<file path="config.mk">
export PLATFORM = sky130hd
export DESIGN_NAME = supply_supervisor_watchdog_reset
export DESIGN_NICKNAME = d
export VERILOG_FILES = /design/src/verilog/supervisor_pkg.sv /design/src/verilog/period_timer.sv /design/src/verilog/supply_supervisor_watchdog_reset.sv /design/src/verilog/sync_filter.sv
export VERILOG_INCLUDE_DIRS = /design/src /design/src/verilog
export SDC_FILE = /design/constraint.sdc
export NUM_CORES = 1
export LEC_CHECK = 0
export BUFFER_PORTS_ARGS = -buffer_cell sky130_fd_sc_hd__buf_2
export CORE_MARGIN = 3
export CORE_UTILIZATION = 57
export CTS_CLUSTER_SIZE = 40
export DETAILED_ROUTE_END_ITERATION = 8
export PLACE_DENSITY_LB_ADDON = 0.2
export SLEW_MARGIN = 10
export SYNTH_ARGS = -nofsm -noshare
export SYNTH_HDL_FRONTEND = slang
export SYNTH_HIERARCHICAL = 1
export SYNTH_SLANG_ARGS = --single-unit
</file>
<file path="constraint.sdc">
create_clock -name clk -period 3.45 [get_ports clk]
set_input_delay 0.1725 -clock clk [delete_from_list [all_inputs] [get_ports clk]]
set_output_delay 0.1725 -clock clk [all_outputs]
set_load 0.03 [all_outputs]
</file>
<file path="src/verilog/supervisor_defs.svh">
// offsets, field positions, reset values and timing figures of the supply supervisor
`ifndef SUPERVISOR_DEFS_SVH
`define SUPERVISOR_DEFS_SVH

`define CLK_MHZ           20
`define CLK_PERIOD_NS     50

`define REC_TIME_US       200000
`define WD_TIME_US        1600000
`define MR_GLITCH_NS      100
`define KICK_MIN_NS       50

`define OFF_CTRL          12'h000
`define OFF_STATUS        12'h004

`define CTRL_WDEN_BIT     0
`define CTRL_SWRST_BIT    1
`define CTRL_WDEN_RESET   1'b1

`define STAT_RST_BIT      0
`define STAT_SUPPLY_BIT   1
`define STAT_MANUAL_BIT   2
`define STAT_DRIVEN_BIT   3
`define STAT_CAUSE_LSB    4
`define CAUSE_W           4

`define LOW_OUT_NONE      0
`define LOW_OUT_PUSH_PULL 1
`define LOW_OUT_OPEN_DRN  2

`endif

</file>
<file path="src/verilog/supervisor_pkg.sv">
// types shared by the supply supervisor modules
package supervisor_pkg;

	typedef enum logic [1:0]
	{
		ST_HOLD    = 2'b00,
		ST_RECOVER = 2'b01,
		ST_RUN     = 2'b11
	} sup_state_t;

	typedef struct packed
	{
		logic        psel;
		logic        penable;
		logic        pwrite;
		logic [11:0] paddr;
		logic [31:0] pwdata;
	} apb_req_t;

	typedef struct packed
	{
		logic [31:0] prdata;
		logic        pready;
		logic        pslverr;
	} apb_rsp_t;

endpackage

</file>
<file path="src/verilog/period_timer.sv">
// up-counter that flags the last cycle of a fixed period; clear wins over counting
`timescale 1ns/1ps
module period_timer
#(
	parameter int unsigned Limit = 2,
	parameter int unsigned W     = $clog2(Limit + 1)
)
(
	input  wire logic         clk,    // system clock
	input  wire logic         rst_b,  // async reset, active low
	input  wire logic         clr,    // hold count at zero
	input  wire logic         run,    // count this cycle
	output logic      [W-1:0] count,  // current count
	output logic              done    // last cycle of the period
);
	logic [W-1:0] cnt_q;
	logic [W-1:0] cnt_d;

	if (Limit < 2)
	begin : g_bad_limit
		$error("period_timer: Limit must be at least 2");
	end

	assign done  = run && !clr && (cnt_q == W'(Limit - 1));
	assign count = cnt_q;

	always_comb
	begin
		cnt_d = cnt_q;
		if (clr || done)
			cnt_d = '0;
		else if (run)
			cnt_d = cnt_q + W'(1);
	end

	always_ff @(posedge clk or negedge rst_b)
	begin
		if (!rst_b)
			cnt_q <= '0;
		else
			cnt_q <= cnt_d;
	end
endmodule

</file>
<file path="src/verilog/supply_supervisor_watchdog_reset.sv">
// supply supervisor: reset generator with manual input, watchdog and APB status
//
// How it works
// - reset on low supply, manual input, watchdog
// - after supply rises, hold reset recovery period
// - every reset lasts at least recovery period
// - low supply clears recovery timer until restored
// - manual low holds reset, then recovery period
// - open manual input reads high, no reset
// - switch bounce gives one clean reset
// - untoggled kick for timeout asserts reset
// - kick edges and resets clear watchdog
// - shortest kick pulse still clears watchdog
// - watchdog cleared and idle while reset asserted
// - watchdog reset lasts full recovery period
// - floating kick input never trips watchdog
// - undriven kick serviced by internal pulse
// - high output inverse of low output when both present
// - open-drain output sinks only during reset
// - recovery period is a build option
// - watchdog, manual input, outputs per variant
`timescale 1ns/1ps
`include "supervisor_defs.svh"
module supply_supervisor_watchdog_reset
#(
	parameter int unsigned RecCycles  = `REC_TIME_US * `CLK_MHZ,
	parameter int unsigned WdCycles   = `WD_TIME_US * `CLK_MHZ,
	parameter bit          HasWatchdog = 1'b1,
	parameter bit          HasManual   = 1'b1,
	parameter int unsigned LowOutMode  = `LOW_OUT_PUSH_PULL,
	parameter bit          HasHighOut  = 1'b1
)
(
	input  wire logic                     clk,               // 20 MHz timebase
	input  wire logic                     rst_b,             // async reset, active low
	input  wire logic                     supplyOkIn,        // supply above trip level
	input  wire logic                     manual_reset_n_in, // push-button, active low
	input  wire logic                     watchdog_kick_in,  // kick pin level
	input  wire logic                     kickDrivenIn,      // kick pin has an active driver
	input  wire supervisor_pkg::apb_req_t apbReq,            // APB request
	output supervisor_pkg::apb_rsp_t      apbRsp,            // APB response
	output logic                          rstLowOut,         // reset, active low, push-pull
	output logic                          rstHighOut,        // reset, active high
	output logic                          rstOdOut,          // open-drain data, always low
	output logic                          rstOdOe            // open-drain sink enable
);
	import supervisor_pkg::*;

	localparam int unsigned GlitchCycles = (`MR_GLITCH_NS + `CLK_PERIOD_NS - 1) / `CLK_PERIOD_NS;
	localparam int unsigned KickCycles   = (`KICK_MIN_NS + `CLK_PERIOD_NS - 1) / `CLK_PERIOD_NS;
	localparam int unsigned SvcCycles    = WdCycles / 2;
	localparam int unsigned WdW          = $clog2(WdCycles + 1);

	// the kick path may not filter longer than the shortest valid pulse
	if (KickCycles != 1)
	begin : g_bad_kick
		$error("kick pulse shorter than one clock cannot be caught");
	end
	if (RecCycles < 2 || WdCycles < 4 || LowOutMode > `LOW_OUT_OPEN_DRN)
	begin : g_bad_cfg
		$error("unsupported supervisor configuration");
	end

	sup_state_t  state_q;
	sup_state_t  state_d;
	logic        supplyS;
	logic        mrS;
	logic        kickS;
	logic        drivenS;
	logic        mrLow;
	logic        levelCause;
	logic        recDone;
	logic        wdExpire;
	logic        wdClr;
	logic        svcDone;
	logic        kickEdge;
	logic        kickLevel;
	logic [WdW-1:0] wdCount;
	logic        rstLow_q;
	logic        rstLow_d;
	logic        rstHigh_q;
	logic        rstHigh_d;
	logic        odOe_q;
	logic        odOe_d;
	logic        kickPrev_q;
	logic        kickPrev_d;
	logic        svcPulse_q;
	logic        svcPulse_d;
	logic        wdEn_q;
	logic        wdEn_d;
	logic        swRst_q;
	logic        swRst_d;
	logic [`CAUSE_W-1:0] cause_q;
	logic [`CAUSE_W-1:0] cause_d;
	logic [`CAUSE_W-1:0] causeSet;
	logic [`CAUSE_W-1:0] causeClr;
	apb_rsp_t    rsp_q;
	apb_rsp_t    rsp_d;
	logic        setup;
	logic        access;
	logic        hitCtrl;
	logic        hitStatus;
	logic [31:0] statusWord;

	// pull-up default: an open manual pin starts and stays high
	sync_filter
	#(
		.Width    (1),
		.Stable   (GlitchCycles),
		.ResetVal (1'b1)
	)
	u_mr_filter
	(
		.clk     (clk),
		.rst_b   (rst_b),
		.rawIn   (manual_reset_n_in),
		.filtOut (mrS)
	);

	// supply flag and kick pins only need synchronising
	sync_filter
	#(
		.Width    (3),
		.Stable   (KickCycles),
		.ResetVal (3'b000)
	)
	u_pin_sync
	(
		.clk     (clk),
		.rst_b   (rst_b),
		.rawIn   ({supplyOkIn, watchdog_kick_in, kickDrivenIn}),
		.filtOut ({supplyS, kickS, drivenS})
	);

	// recovery timer runs only in the recover state; any other state clears it
	period_timer
	#(
		.Limit (RecCycles)
	)
	u_rec_timer
	(
		.clk   (clk),
		.rst_b (rst_b),
		.clr   (state_q != ST_RECOVER),
		.run   (1'b1),
		.count (),
		.done  (recDone)
	);

	// watchdog: cleared by reset, by kick edges, and when software or build disables it
	assign wdClr = !HasWatchdog || !wdEn_q || (state_q != ST_RUN) || kickEdge;

	period_timer
	#(
		.Limit (WdCycles),
		.W     (WdW)
	)
	u_wd_timer
	(
		.clk   (clk),
		.rst_b (rst_b),
		.clr   (wdClr),
		.run   (1'b1),
		.count (wdCount),
		.done  (wdExpire)
	);

	// internal counter chain that services an undriven kick pin twice per timeout
	period_timer
	#(
		.Limit (SvcCycles)
	)
	u_svc_timer
	(
		.clk   (clk),
		.rst_b (rst_b),
		.clr   (drivenS),
		.run   (1'b1),
		.count (),
		.done  (svcDone)
	);

	// a floating pin is replaced by the service pulse, so the watchdog never fires
	assign kickLevel = drivenS ? kickS : svcPulse_q;
	assign kickEdge  = kickLevel != kickPrev_q;

	always_comb
	begin
		kickPrev_d = kickLevel;
		svcPulse_d = svcDone;
	end

	always_ff @(posedge clk or negedge rst_b)
	begin
		if (!rst_b)
		begin
			kickPrev_q <= 1'b0;
			svcPulse_q <= 1'b0;
		end
		else
		begin
			kickPrev_q <= kickPrev_d;
			svcPulse_q <= svcPulse_d;
		end
	end

	// reset sequencing; outputs are registered from the next state
	assign mrLow      = HasManual && !mrS;
	assign levelCause = !supplyS || mrLow;

	always_comb
	begin
		state_d = state_q;
		case (state_q)
			ST_RUN:
			begin
				if (levelCause || wdExpire || swRst_q)
					state_d = ST_HOLD;
			end
			ST_RECOVER:
			begin
				// a bounce or a dip restarts the whole period
				if (levelCause || swRst_q)
					state_d = ST_HOLD;
				else if (recDone)
					state_d = ST_RUN;
			end
			ST_HOLD:
			begin
				if (!levelCause)
					state_d = ST_RECOVER;
			end
			default:
			begin
				state_d = ST_HOLD;
			end
		endcase
		rstHigh_d = state_d != ST_RUN;
		rstLow_d  = !rstHigh_d;
		odOe_d    = rstHigh_d;
	end

	always_ff @(posedge clk or negedge rst_b)
	begin
		if (!rst_b)
		begin
			state_q   <= ST_HOLD;
			rstHigh_q <= 1'b1;
			rstLow_q  <= 1'b0;
			odOe_q    <= 1'b1;
		end
		else
		begin
			state_q   <= state_d;
			rstHigh_q <= rstHigh_d;
			rstLow_q  <= rstLow_d;
			odOe_q    <= odOe_d;
		end
	end

	// absent outputs rest at their inactive level
	assign rstLowOut  = (LowOutMode == `LOW_OUT_PUSH_PULL) ? rstLow_q : 1'b1;
	assign rstHighOut = HasHighOut ? rstHigh_q : 1'b0;
	assign rstOdOut   = 1'b0;
	assign rstOdOe    = (LowOutMode == `LOW_OUT_OPEN_DRN) ? odOe_q : 1'b0;

	// APB slave: zero wait states, answer prepared in the setup cycle
	assign setup     = apbReq.psel && !apbReq.penable;
	assign access    = apbReq.psel && apbReq.penable && rsp_q.pready;
	assign hitCtrl   = apbReq.paddr == `OFF_CTRL;
	assign hitStatus = apbReq.paddr == `OFF_STATUS;

	assign causeSet = {swRst_q, wdExpire && state_q == ST_RUN, mrLow, !supplyS};
	assign causeClr = (access && apbReq.pwrite && hitStatus) ?
		apbReq.pwdata[`STAT_CAUSE_LSB +: `CAUSE_W] : '0;

	always_comb
	begin
		statusWord                                  = '0;
		statusWord[`STAT_RST_BIT]                   = rstHigh_q;
		statusWord[`STAT_SUPPLY_BIT]                = supplyS;
		statusWord[`STAT_MANUAL_BIT]                = mrLow;
		statusWord[`STAT_DRIVEN_BIT]                = drivenS;
		statusWord[`STAT_CAUSE_LSB +: `CAUSE_W]     = cause_q;
	end

	always_comb
	begin
		wdEn_d  = wdEn_q;
		swRst_d = 1'b0;
		// a cause arriving with its clear is kept
		cause_d = (cause_q & ~causeClr) | causeSet;
		if (access && apbReq.pwrite && hitCtrl)
		begin
			wdEn_d  = apbReq.pwdata[`CTRL_WDEN_BIT];
			swRst_d = apbReq.pwdata[`CTRL_SWRST_BIT];
		end
		rsp_d         = '0;
		rsp_d.pready  = setup;
		rsp_d.pslverr = setup && !(hitCtrl || hitStatus);
		if (setup && !apbReq.pwrite)
		begin
			if (hitCtrl)
				rsp_d.prdata[`CTRL_WDEN_BIT] = wdEn_q;
			else if (hitStatus)
				rsp_d.prdata = statusWord;
		end
	end

	always_ff @(posedge clk or negedge rst_b)
	begin
		if (!rst_b)
		begin
			wdEn_q  <= `CTRL_WDEN_RESET;
			swRst_q <= 1'b0;
			cause_q <= '0;
			rsp_q   <= '0;
		end
		else
		begin
			wdEn_q  <= wdEn_d;
			swRst_q <= swRst_d;
			cause_q <= cause_d;
			rsp_q   <= rsp_d;
		end
	end

	assign apbRsp = rsp_q;

	// checking helpers: length of the current reset assertion
	logic [31:0] hiLen_q;

	always_ff @(posedge clk or negedge rst_b)
	begin
		if (!rst_b)
			hiLen_q <= '0;
		else if (!rstHigh_q)
			hiLen_q <= '0;
		else if (hiLen_q != 32'hffff_ffff)
			hiLen_q <= hiLen_q + 32'h0000_0001;
	end

	a_cause_asserts: assert property (@(posedge clk) disable iff (!rst_b)
		levelCause |=> rstHigh_q && state_q == ST_HOLD)
		else $error("level cause did not assert reset");

	a_release_after: assert property (@(posedge clk) disable iff (!rst_b)
		(state_q == ST_RECOVER && recDone && !levelCause && !swRst_q) |=> !rstHigh_q)
		else $error("reset not released after recovery period");

	a_min_length: assert property (@(posedge clk) disable iff (!rst_b)
		$fell(rstHigh_q) |-> hiLen_q > RecCycles)
		else $error("reset shorter than recovery period");

	a_supply_restart: assert property (@(posedge clk) disable iff (!rst_b)
		(state_q == ST_RECOVER && !supplyS) |=> state_q == ST_HOLD ##1 rstHigh_q)
		else $error("supply dip did not restart recovery");

	a_manual_hold: assert property (@(posedge clk) disable iff (!rst_b)
		(mrLow && supplyS) [*2] |-> state_q == ST_HOLD && rstHigh_q)
		else $error("manual input low without held reset");

	a_wd_cleared: assert property (@(posedge clk) disable iff (!rst_b)
		rstHigh_q |=> wdCount == '0)
		else $error("watchdog counted during reset");

	a_kick_clears: assert property (@(posedge clk) disable iff (!rst_b)
		kickEdge |=> wdCount == '0)
		else $error("kick edge did not clear watchdog");

	a_wd_expire: assert property (@(posedge clk) disable iff (!rst_b)
		(wdExpire && state_q == ST_RUN) |=> state_q == ST_HOLD ##1 rstHigh_q)
		else $error("watchdog expiry did not assert reset");

	a_service_pulse: assert property (@(posedge clk) disable iff (!rst_b)
		$rose(svcPulse_q) |=> !svcPulse_q && !drivenS |-> wdCount == '0)
		else $error("service pulse did not clear watchdog");

	a_outputs_inverse: assert property (@(posedge clk) disable iff (!rst_b)
		rstLow_q == !rstHigh_q)
		else $error("reset outputs not inverse");

	a_od_sink: assert property (@(posedge clk) disable iff (!rst_b)
		rstOdOe == ((LowOutMode == `LOW_OUT_OPEN_DRN) && rstHigh_q))
		else $error("open-drain enable not tied to reset");
endmodule

</file>
<file path="src/verilog/sync_filter.sv">
// two-flop synchroniser followed by a stable-level filter, one per bit
`timescale 1ns/1ps
module sync_filter
#(
	parameter int unsigned Width                = 1,
	parameter int unsigned Stable               = 1,
	parameter logic [Width-1:0] ResetVal        = '0
)
(
	input  wire logic             clk,      // system clock
	input  wire logic             rst_b,    // async reset, active low
	input  wire logic [Width-1:0] rawIn,    // asynchronous pin levels
	output logic      [Width-1:0] filtOut   // filtered, synchronous levels
);
	localparam int unsigned CW = $clog2(Stable + 1);

	if (Stable < 1)
	begin : g_bad_stable
		$error("sync_filter: Stable must be at least 1");
	end

	for (genvar i = 0; i < Width; i++)
	begin : g_bit
		logic          s1_q;
		logic          s2_q;
		logic          out_q;
		logic          out_d;
		logic [CW-1:0] cnt_q;
		logic [CW-1:0] cnt_d;

		// a level must differ for Stable samples before it is passed on
		always_comb
		begin
			out_d = out_q;
			cnt_d = '0;
			if (s2_q != out_q)
			begin
				if (cnt_q == CW'(Stable - 1))
					out_d = s2_q;
				else
					cnt_d = cnt_q + CW'(1);
			end
		end

		always_ff @(posedge clk or negedge rst_b)
		begin
			if (!rst_b)
			begin
				s1_q  <= ResetVal[i];
				s2_q  <= ResetVal[i];
				out_q <= ResetVal[i];
				cnt_q <= '0;
			end
			else
			begin
				s1_q  <= rawIn[i];
				s2_q  <= s1_q;
				out_q <= out_d;
				cnt_q <= cnt_d;
			end
		end

		assign filtOut[i] = out_q;
	end
endmodule
</file>
==> key figures, run 1 <==
Die
  – Die Ht: 104 um
  – Total Die Area: 10900 sq um
  – Die width: 104 um
  – Core Footprint: 9330 sq um
  – Total number of placement rows: 35
  – Starting utilization of the core area: 59.2%
  – Number of top-level pins: 91

Logic synthesis
  – Seq/Total Area, Yosys: 48.6%
  – Area of the mapped netlist: 5520 sq um
  – Post-synthesis instance total: 544
  – Post-synth top area cell: sky130_fd_sc_hd__dfrtp_1
  – Post-synthesis async set-or-reset flop share: 100%
  – Distinct cell type count after synthesis: 67
  – Mean area per synthesized cell: 10.1 sq um
  – Leading cell type by number of instances after synthesis: sky130_fd_sc_hd__dfrtp_1
  – Yosys top cell area share: 46.2%
  – Flip-flop and latch count after synthesis: 107
  – Most common flop cell mapped by yosys: sky130_fd_sc_hd__dfrtp_1
  – Most area-consuming cells after synthesis: sky130_fd_sc_hd__dfrtp_1 (46%), sky130_fd_sc_hd__buf_4 (4.1%), sky130_fd_sc_hd__nor2_1 (3.2%), sky130_fd_sc_hd__xor2_1 (3.2%), sky130_fd_sc_hd__nand4_1 (3.1%)
  – Synthesis Warnings: 6
  – Top cells by instance count after synthesis: sky130_fd_sc_hd__dfrtp_1 (102), sky130_fd_sc_hd__nor2_1 (47), sky130_fd_sc_hd__a21oi_1 (30), sky130_fd_sc_hd__buf_4 (30), sky130_fd_sc_hd__nand4_1 (27)
  – Number of flops mapped to enable cells by yosys: 0

Flow run
  – Total of max-cap violations: 0

Worst hold path
  – Type of the tightest min-delay check: primary input to flip-flop

Timing
  – Share of the clock period used by the worst path after layout: 71.6%
  – Setup Viol. Count Final: 0
  – Final worst hold slack: 0.0405 ns
  – Slew @ Worst Pin: 0.717 ns
  – Setup repair after global routing missed its margin: false
  – Number of pins with negative max-slew slack in the final report: 0
  – PnR worst setup slack: 0.980 ns
  – Achievable frequency: 405 MHz
  – Rel. slew slack: 52.2%
  – Clock Skew: 0.00733 ns
  – Hold Fails Final Rpt: 0
  – Final sum of negative setup slack: 0 ns
  – Final Critical Period: 2.47 ns

Critical path
  – Delay of the slowest cell on the worst path: 0.48 ns
  – Cell with the largest stage delay on the worst path: sky130_fd_sc_hd__nor3_1
  – Worst endpoint required time: 3.66 ns
  – Signal arrival time at the worst endpoint: 2.68 ns
  – Start-to-end type of the worst setup path: flip-flop to flip-flop
  – Cell-by-cell listing of the critical path: mux2_2 -> xnor2_1 -> nand4_1 -> buf_4 -> nor3b_1 -> nand4_1 -> nor3_1 -> a2111oi_0
  – Cell occurring most often along the worst timing path: sky130_fd_sc_hd__nand4_1
  – Crit Path Max Fanout: 10
  – Type of element capturing the critical path: flip-flop
  – CP Launch Type: flip-flop

Global routing
  – Overall global routing resource usage: 19.5%
  – Sum of overflow across all layers after global routing: 0
  – Vias in the first global route: 3784
  – Global-route wire length before repair: 17800 um
  – Antenna violations before repair: 0
  – Largest net degree at the start of global routing: 41

Clocking
  – Clock insertion delay at the later pin of the skew report: 0.36 ns
  – Number of cells upsized or downsized after cts: 0
  – CTS sink cnt: 107
  – TritonCTS clock tree: built
  – Root buffer cell: sky130_fd_sc_hd__clkbuf_8
  – CTS Buf Count: 9
  – Buffers from clock root to sink, at most: 2
  – Clock transition at the register clock pins on the worst setup and hold paths after CTS: 0.10 ns
  – Number of H-tree levels: 3

Cells and area
  – Post-Layout Inst Area: 5940 sq um
  – Final antenna diode count: 0
  – Fraction of layout instances using a drive strength above 1: 15.9%
  – Nets: 642
  – Area growth from synthesis to final layout: 7.62%
  – Layout fillers: 761

Drt
  – Via-per-instance ratio: 5.71
  – Number of violations reported at the end of detailed-routing iteration 0: 224
  – First drt pass iteration count: 4
  – DRC errors left: 0
  – Antenna violation net count after detailed routing: 0
  – Via count: 4109
  – Drt wl/cell: 14.4 um
  – Total wire length: 10300 um

Placed design
  – Cell area after placement: 5670 sq um
  – Pre-CTS WS: 1.02 ns
  – Routability congestion estimate: 0.804
  – Port buffer count: 38
  – Detailed Place HPWL: 7160 um

Status
  – Status: finished clean

Pwr
  – Leakage component of the power: 2.53 nW
  – Power density normalized to cell area: 380 nW/um^2
  – Peak ir drop on the vdd network: 0.264 mV
## worst max-delay path: cells and delay by family, from the launching register on
| family | cells | cell delay, ns |
|---|---|---|
| AOI/OAI and AO/OA | 1 | 0.24 |
| xor gates and xnor gates | 1 | 0.13 |
| buffers and inverters | 1 | 0.19 |
| DFF | 1 | 0.37 |
| muxes | 1 | 0.36 |
| and+or+nand+nor | 4 | 1.02 |
## flip-flops by register name, summed over array words and instances (netlist names), 2 cells and up
signal                   flops
u_wd_timer/count            25
u_svc_timer/count           24
u_rec_timer/count           22
apbRsp                      10
cause_q                      4
u_pin_sync/g_bit.out_q       3
u_pin_sync/g_bit.s1_q        3
u_pin_sync/g_bit.s2_q        3
state_q                      2
u_mr_filter/g_bit.cnt_q      2
## kinds of logic (layout without fill, tap and decap cells)
group / count (synthesis) / after routing / synth area share [%]
AOI/OAI and AO/OA: 78 / 78 / 8.95
xor gates and xnor gates: 36 / 36 / 5.71
adders and majority gates: 3 / 3 / 0.680
buffers and inverters: 71 / 87 / 7.91
DFF: 107 / 107 / 48.6
muxes: 7 / 7 / 1.43
other: 2 / 33 / 0.136
and+or+nand+nor: 240 / 240 / 26.5
## path summary, 6_finish.rpt
| check | from | end | slack (ns) | cells after the start |
|---|---|---|---|---|
| worst max-delay path | u_pin_sync/g_bit[0].out_q | state_q[1] | 0.98 | 8 |
| worst min-delay path | apbReq[0] | wdEn_q | 0.04 | 2 |
| worst max register to register | u_pin_sync/g_bit[0].out_q | state_q[1] | 0.98 | 8 |
| worst min register to register | u_pin_sync/g_bit[2].s1_q | u_pin_sync/g_bit[2].s2_q | 0.36 | 0 |
| max in group asynchronous | rst_b | u_mr_filter/g_bit[0].s1_q | 2.30 | 3 |
| min in group asynchronous | rst_b | u_rec_timer/count[16] | 0.29 | 2 |
## routing by layer
layer  wire [um]  track usage, %
met1        4800            27.0
met2        4980            31.7
met3         484            4.84
met4          70            3.32
met5           0               0
## cell usage in the layout (no fill, tap or decap), drive strengths merged, types with 10 or more instances in the layout
cell / instances
o21ai: 16
nor3: 13
xnor2: 16
clkbuf: 10
xor2: 20
or3: 19
nor4: 10
and4: 11
nand4: 30
inv: 24
conb: 33
nand2: 27
and3: 13
or4: 19
nand3: 23
buf: 43
nor2: 47
dfrtp: 102
a21oi: 32
## cell type report
class                           count  area, sq um  share of cell area (%)
Clock inverter                      6         55.1                   0.927
Multi-Input combinational cell    397         2520                    42.4
Inverter                           19         71.3                    1.20
Tap cell                          129          161                    2.72
Timing Repair Buffer               52          320                    5.39
Sequential cell                   107         2680                    45.2
Clock buffer                       10          128                    2.15
## per-stage QoR
step	std cells	utilization (%)	power [W]
after global routing	720	63.7	0.00237
final	720	63.7	0.00226
after detailed placement	695	60.8	0.00155
after floorplan	575	-	0.00151
after CTS	720	63.7	0.00228
after global placement	695	60.8	0.00154
## where the power goes
group / switching [W] / internal [W]
combinational: 0.000136 / 0.0000724
sequential: 0.0000312 / 0.00129
clock: 0.000445 / 0.000280
## what timing repair did
item	in CTS	in global routing
buffers inserted	0	0
endpoints found under the setup margin	0	0
endpoints found under the hold margin	39	0
hold buffers	9	0
No activity file was read; power rests on OpenSTA's default activity.
==> run 2: changes to the inputs <==
--- a/config.mk
+++ b/config.mk
@@ -6,9 +6,10 @@
 export SDC_FILE = /design/constraint.sdc
 export NUM_CORES = 1
 export LEC_CHECK = 0
+export ABC_AREA = 1
 export BUFFER_PORTS_ARGS = -buffer_cell sky130_fd_sc_hd__buf_2
 export CORE_MARGIN = 3
-export CORE_UTILIZATION = 57
+export CORE_UTILIZATION = 58
 export CTS_CLUSTER_SIZE = 40
 export DETAILED_ROUTE_END_ITERATION = 8
 export PLACE_DENSITY_LB_ADDON = 0.2
==> constraint.sdc (replaced) <==
create_clock -name clk -period 2.3 [get_ports clk]
set_input_delay 0.115 -clock clk [delete_from_list [all_inputs] [get_ports clk]]
set_output_delay 0.115 -clock clk [all_outputs]
set_load 0.03 [all_outputs]
==> run 2 against run 1 <==
Count of clock-buffer cells in the layout unchanged; global-route usage up 4.2 points; area after synthesis up 14%; critical endpoint unchanged; setup slack worse by 0.73 ns; critical path type unchanged; largest cell class is now multi-input combinational cells.
==> key figures, run 2 <==
Logic synthesis
  – Distinct cell type count after synthesis: 38 (-43%)
  – Synthesis Warnings: 6 (unchanged)
  – Top cells by instance count after synthesis: sky130_fd_sc_hd__nand2_1 (222), sky130_fd_sc_hd__nor2_1 (166), sky130_fd_sc_hd__inv_1 (116)
  – Most common flop cell mapped by yosys: sky130_fd_sc_hd__dfrtp_1
  – Post-synthesis async set-or-reset flop share: 100% (unchanged)
  – Number of flops mapped to enable cells by yosys: 0 (unchanged)
  – Yosys top cell area share: 40.4% (-5.8 points)
  – Flip-flop and latch count after synthesis: 107 (unchanged)
  – Seq/Total Area, Yosys: 42.5% (-6.1 points)
  – Area of the mapped netlist: 6310 sq um (+14%)
  – Mean area per synthesized cell: 7.25 sq um (-29%)
  – Post-synth top area cell: sky130_fd_sc_hd__dfrtp_1
  – Leading cell type by number of instances after synthesis: sky130_fd_sc_hd__nand2_1
  – Post-synthesis instance total: 871 (+60%)
  – Most area-consuming cells after synthesis: sky130_fd_sc_hd__dfrtp_1 (40%), sky130_fd_sc_hd__nand2_1 (13%), sky130_fd_sc_hd__nor2_1 (9.9%), sky130_fd_sc_hd__inv_1 (6.9%), sky130_fd_sc_hd__nand4_1 (4.4%)

Clocking
  – TritonCTS clock tree: built
  – CTS sink cnt: 107 (unchanged)
  – Number of H-tree levels: 3 (unchanged)
  – Clock insertion delay at the later pin of the skew report: 0.39 ns (+0.03 ns)
  – Root buffer cell: sky130_fd_sc_hd__clkbuf_8
  – CTS Buf Count: 9 (unchanged)
  – Clock transition at the register clock pins on the worst setup and hold paths after CTS: 0.11 ns (about the same)
  – Number of cells upsized or downsized after cts: 0 (unchanged)
  – Buffers from clock root to sink, at most: 2 (unchanged)

Status
  – Status: finished clean

Die
  – Starting utilization of the core area: 60.3% (+1.2 points)
  – Die Ht: 110 um (+5.7%)
  – Number of top-level pins: 91 (unchanged)
  – Die width: 110 um (+5.7%)
  – Total Die Area: 12200 sq um (+12%)
  – Total number of placement rows: 37 (+5.7%)
  – Core Footprint: 10500 sq um (+12%)

Global routing
  – Antenna violations before repair: 0 (unchanged)
  – Overall global routing resource usage: 23.7% (+4.2 points)
  – Global-route wire length before repair: 22900 um (+28%)
  – Vias in the first global route: 5250 (+39%)
  – Sum of overflow across all layers after global routing: 0 (unchanged)
  – Largest net degree at the start of global routing: 43 (+4.9%)

Cells and area
  – Final antenna diode count: 0 (unchanged)
  – Area taken by flip-flops and latches: 2680 sq um (unchanged)
  – Fraction of layout instances using a drive strength above 1: 12.3% (-3.6 points)
  – Number of flip-flops in the largest register: 25 (unchanged)
  – Area growth from synthesis to final layout: 7.59% (about the same)
  – Nets: 973 (+52%)
  – Layout fillers: 972 (+28%)
  – Highest-count cells in the layout ignoring fill and taps: sky130_fd_sc_hd__nand2_1 (222), sky130_fd_sc_hd__nor2_1 (166), sky130_fd_sc_hd__inv_1 (116)
  – Multi-input gate area: 2960 sq um (+18%)
  – Most common cell after layout, fill and taps aside: sky130_fd_sc_hd__nand2_1

Critical path
  – Type of element capturing the critical path: flip-flop
  – Worst endpoint required time: 2.59 ns (-1.07 ns)
  – CP Launch Type: flip-flop
  – Reg-to-reg critical path endpoint: state_q[1]
  – Cell occurring most often along the worst timing path: sky130_fd_sc_hd__nand2_1
  – Reg2reg start: u_pin_sync/g_bit[0].out_q
  – Signal arrival time at the worst endpoint: 2.34 ns (-0.34 ns)
  – Cell-by-cell listing of the critical path: inv_1 -> nand2_1 -> nand2_1 -> nand2_1 -> nand4_1 -> nor4_1 -> nand3_1 -> nor2_1 -> nor2_1 -> nand2_1 -> and2_1 -> inv_1
  – Cell with the largest stage delay on the worst path: sky130_fd_sc_hd__dfrtp_1
  – Delay of the slowest cell on the worst path: 0.44 ns (-0.04 ns)
  – Start-to-end type of the worst setup path: flip-flop to flip-flop
  – Crit Path Max Fanout: 5 (-5)
  – Length in cells of the worst reg-to-reg path: 12 (+4)
  – Setup slack on the worst flop-to-flop path: 0.25 ns (-0.73 ns)

Placed design
  – Port buffer count: 38 (unchanged)
  – Pre-CTS WS: 0.297 ns (-0.728 ns)
  – Detailed Place HPWL: 9750 um (+36%)
  – Routability congestion estimate: 0.951 (+18%)

Timing
  – Slew @ Worst Pin: 0.516 ns (-0.201 ns)
  – Achievable frequency: 488 MHz (+20%)
  – Setup repair after global routing missed its margin: false
  – Hold Fails Final Rpt: 0 (unchanged)
  – Final worst hold slack: 0.0243 ns (-0.0162 ns)
  – Share of the clock period used by the worst path after layout: 89.1% (+18 points)
  – Setup Viol. Count Final: 0 (unchanged)
  – Final sum of negative setup slack: 0 ns (unchanged)
  – Rel. slew slack: 65.6% (+13 points)
  – PnR worst setup slack: 0.250 ns (-0.730 ns)
  – Clock Skew: 0.00916 ns (+0.00184 ns)
  – Number of pins with negative max-slew slack in the final report: 0 (unchanged)
  – Final Critical Period: 2.05 ns (-0.420 ns)

Drt
  – Via count: 5460 (+33%)
  – Total wire length: 13200 um (+27%)
  – Drt wl/cell: 12.4 um (-13%)
  – DRC errors left: 0 (unchanged)
  – Number of violations reported at the end of detailed-routing iteration 0: 371 (+66%)
  – First drt pass iteration count: 7 (+3)
  – Antenna violation net count after detailed routing: 0 (unchanged)
  – Via-per-instance ratio: 5.16 (-9.6%)

Worst hold path
  – Terminating pin of the worst hold path: swRst_q
  – Worst hold path cell count: 4 (+2)
  – Type of the tightest min-delay check: primary input to flip-flop
  – Hold Startpoint: apbReq[34]

Pwr
  – Pwr Total: 0.00345 W (+53%)
  – Leakage component of the power: 3.16 nW (+25%)
  – Peak ir drop on the vdd network: 0.444 mV (+68%)
  – Power density normalized to cell area: 508 nW/um^2 (+34%)

Flow run
  – Total of max-cap violations: 0 (unchanged)
==> run 2: cell types whose count changed after synthesis, sizes merged, moves of 10 or more <==
cell   previous run  this run
nand2            27       231
nor2             47       195
inv              19       121
nand3            23        59
a21oi            32         8
or3              19         0
or4              19         0
nand4            30        45
and3             13         0
and4             11         0
xnor2            16         6
==> run 2: metal layers <==
layer	vias to the layer above	routed length (um)	share of wire (%)	track usage (%)
li1	2725	-	-	-
met1	2540	5990	46	30.6
met2	166	6220	47	39.9
met3	29	671	5.1	4.25
met4	0	275	2.1	8.88
met5	-	0	0	0
==> run 2: per-stage QoR <==
stage / instance area [sq um] / std cells / util [%]
after floorplan: 6430 / 902 / -
after global placement: 6500 / 1033 / 62.2
after CTS: 6790 / 1058 / 64.9
after detailed placement: 6500 / 1033 / 62.2
final: 6790 / 1058 / 64.9
after global routing: 6790 / 1058 / 64.9
==> run 2: cells by family after synthesis <==
| kind of cell | share of synthesized area, % |
|---|---|
| AND/OR/NAND/NOR | 39.4 |
| buffers and inverters | 12.4 |
| flip-flops | 42.5 |
| XOR/XNOR | 3.33 |
| AO/OA/AOI/OAI | 1.67 |
| adder cells (fa/ha/maj) | 0.595 |
| other | 0.119 |
==> run 2: critical path, delay by kind of cell, from the launching register on <==
family	cells	cell delay (ns)
flip-flops	1	0.44
AND/OR/NAND/NOR	10	1.36
buffers and inverters	2	0.14
==> run 2: timing repair <==
item / CTS / global route
hold endpoints to repair: 43 / 0
hold buffers: 9 / 0
buffers inserted: 0 / 0
==> run 2: where the power goes <==
part	switching [W]	total, W	internal, W
logic	0.000248	0.000332	0.0000841
clock network	0.000719	0.00115	0.000431
registers	0.0000356	0.00197	0.00193
total	0.00100	0.00345	0.00245
==> run 2: final cells by class <==
| cell class | count | share of cell area [%] |
|---|---|---|
| clock buffer | 10 | 1.88 |
| clock inverter | 6 | 1.05 |
| inverter | 122 | 6.74 |
| multi-input combinational | 627 | 43.6 |
| sequential | 107 | 39.5 |
| tap | 136 | 2.51 |
| timing repair buffer | 50 | 4.68 |
==> run 2: how the worst max path moves through the flow <==
stage                               from    endpoint  slack [ns]  cells past startpoint
2_1_floorplan  u_pin_sync/g_bit[0].out_q   rstLowOut        0.54                     12
3_3_place_gp   u_pin_sync/g_bit[0].out_q   rstLowOut        0.41                     12
3_5_place_dp   u_pin_sync/g_bit[0].out_q  state_q[1]        0.30                     12
4_1_cts        u_pin_sync/g_bit[0].out_q  state_q[1]        0.28                     12
5_1_grt        u_pin_sync/g_bit[0].out_q  state_q[1]        0.15                     12
6_report       u_pin_sync/g_bit[0].out_q  state_q[1]        0.25                     12
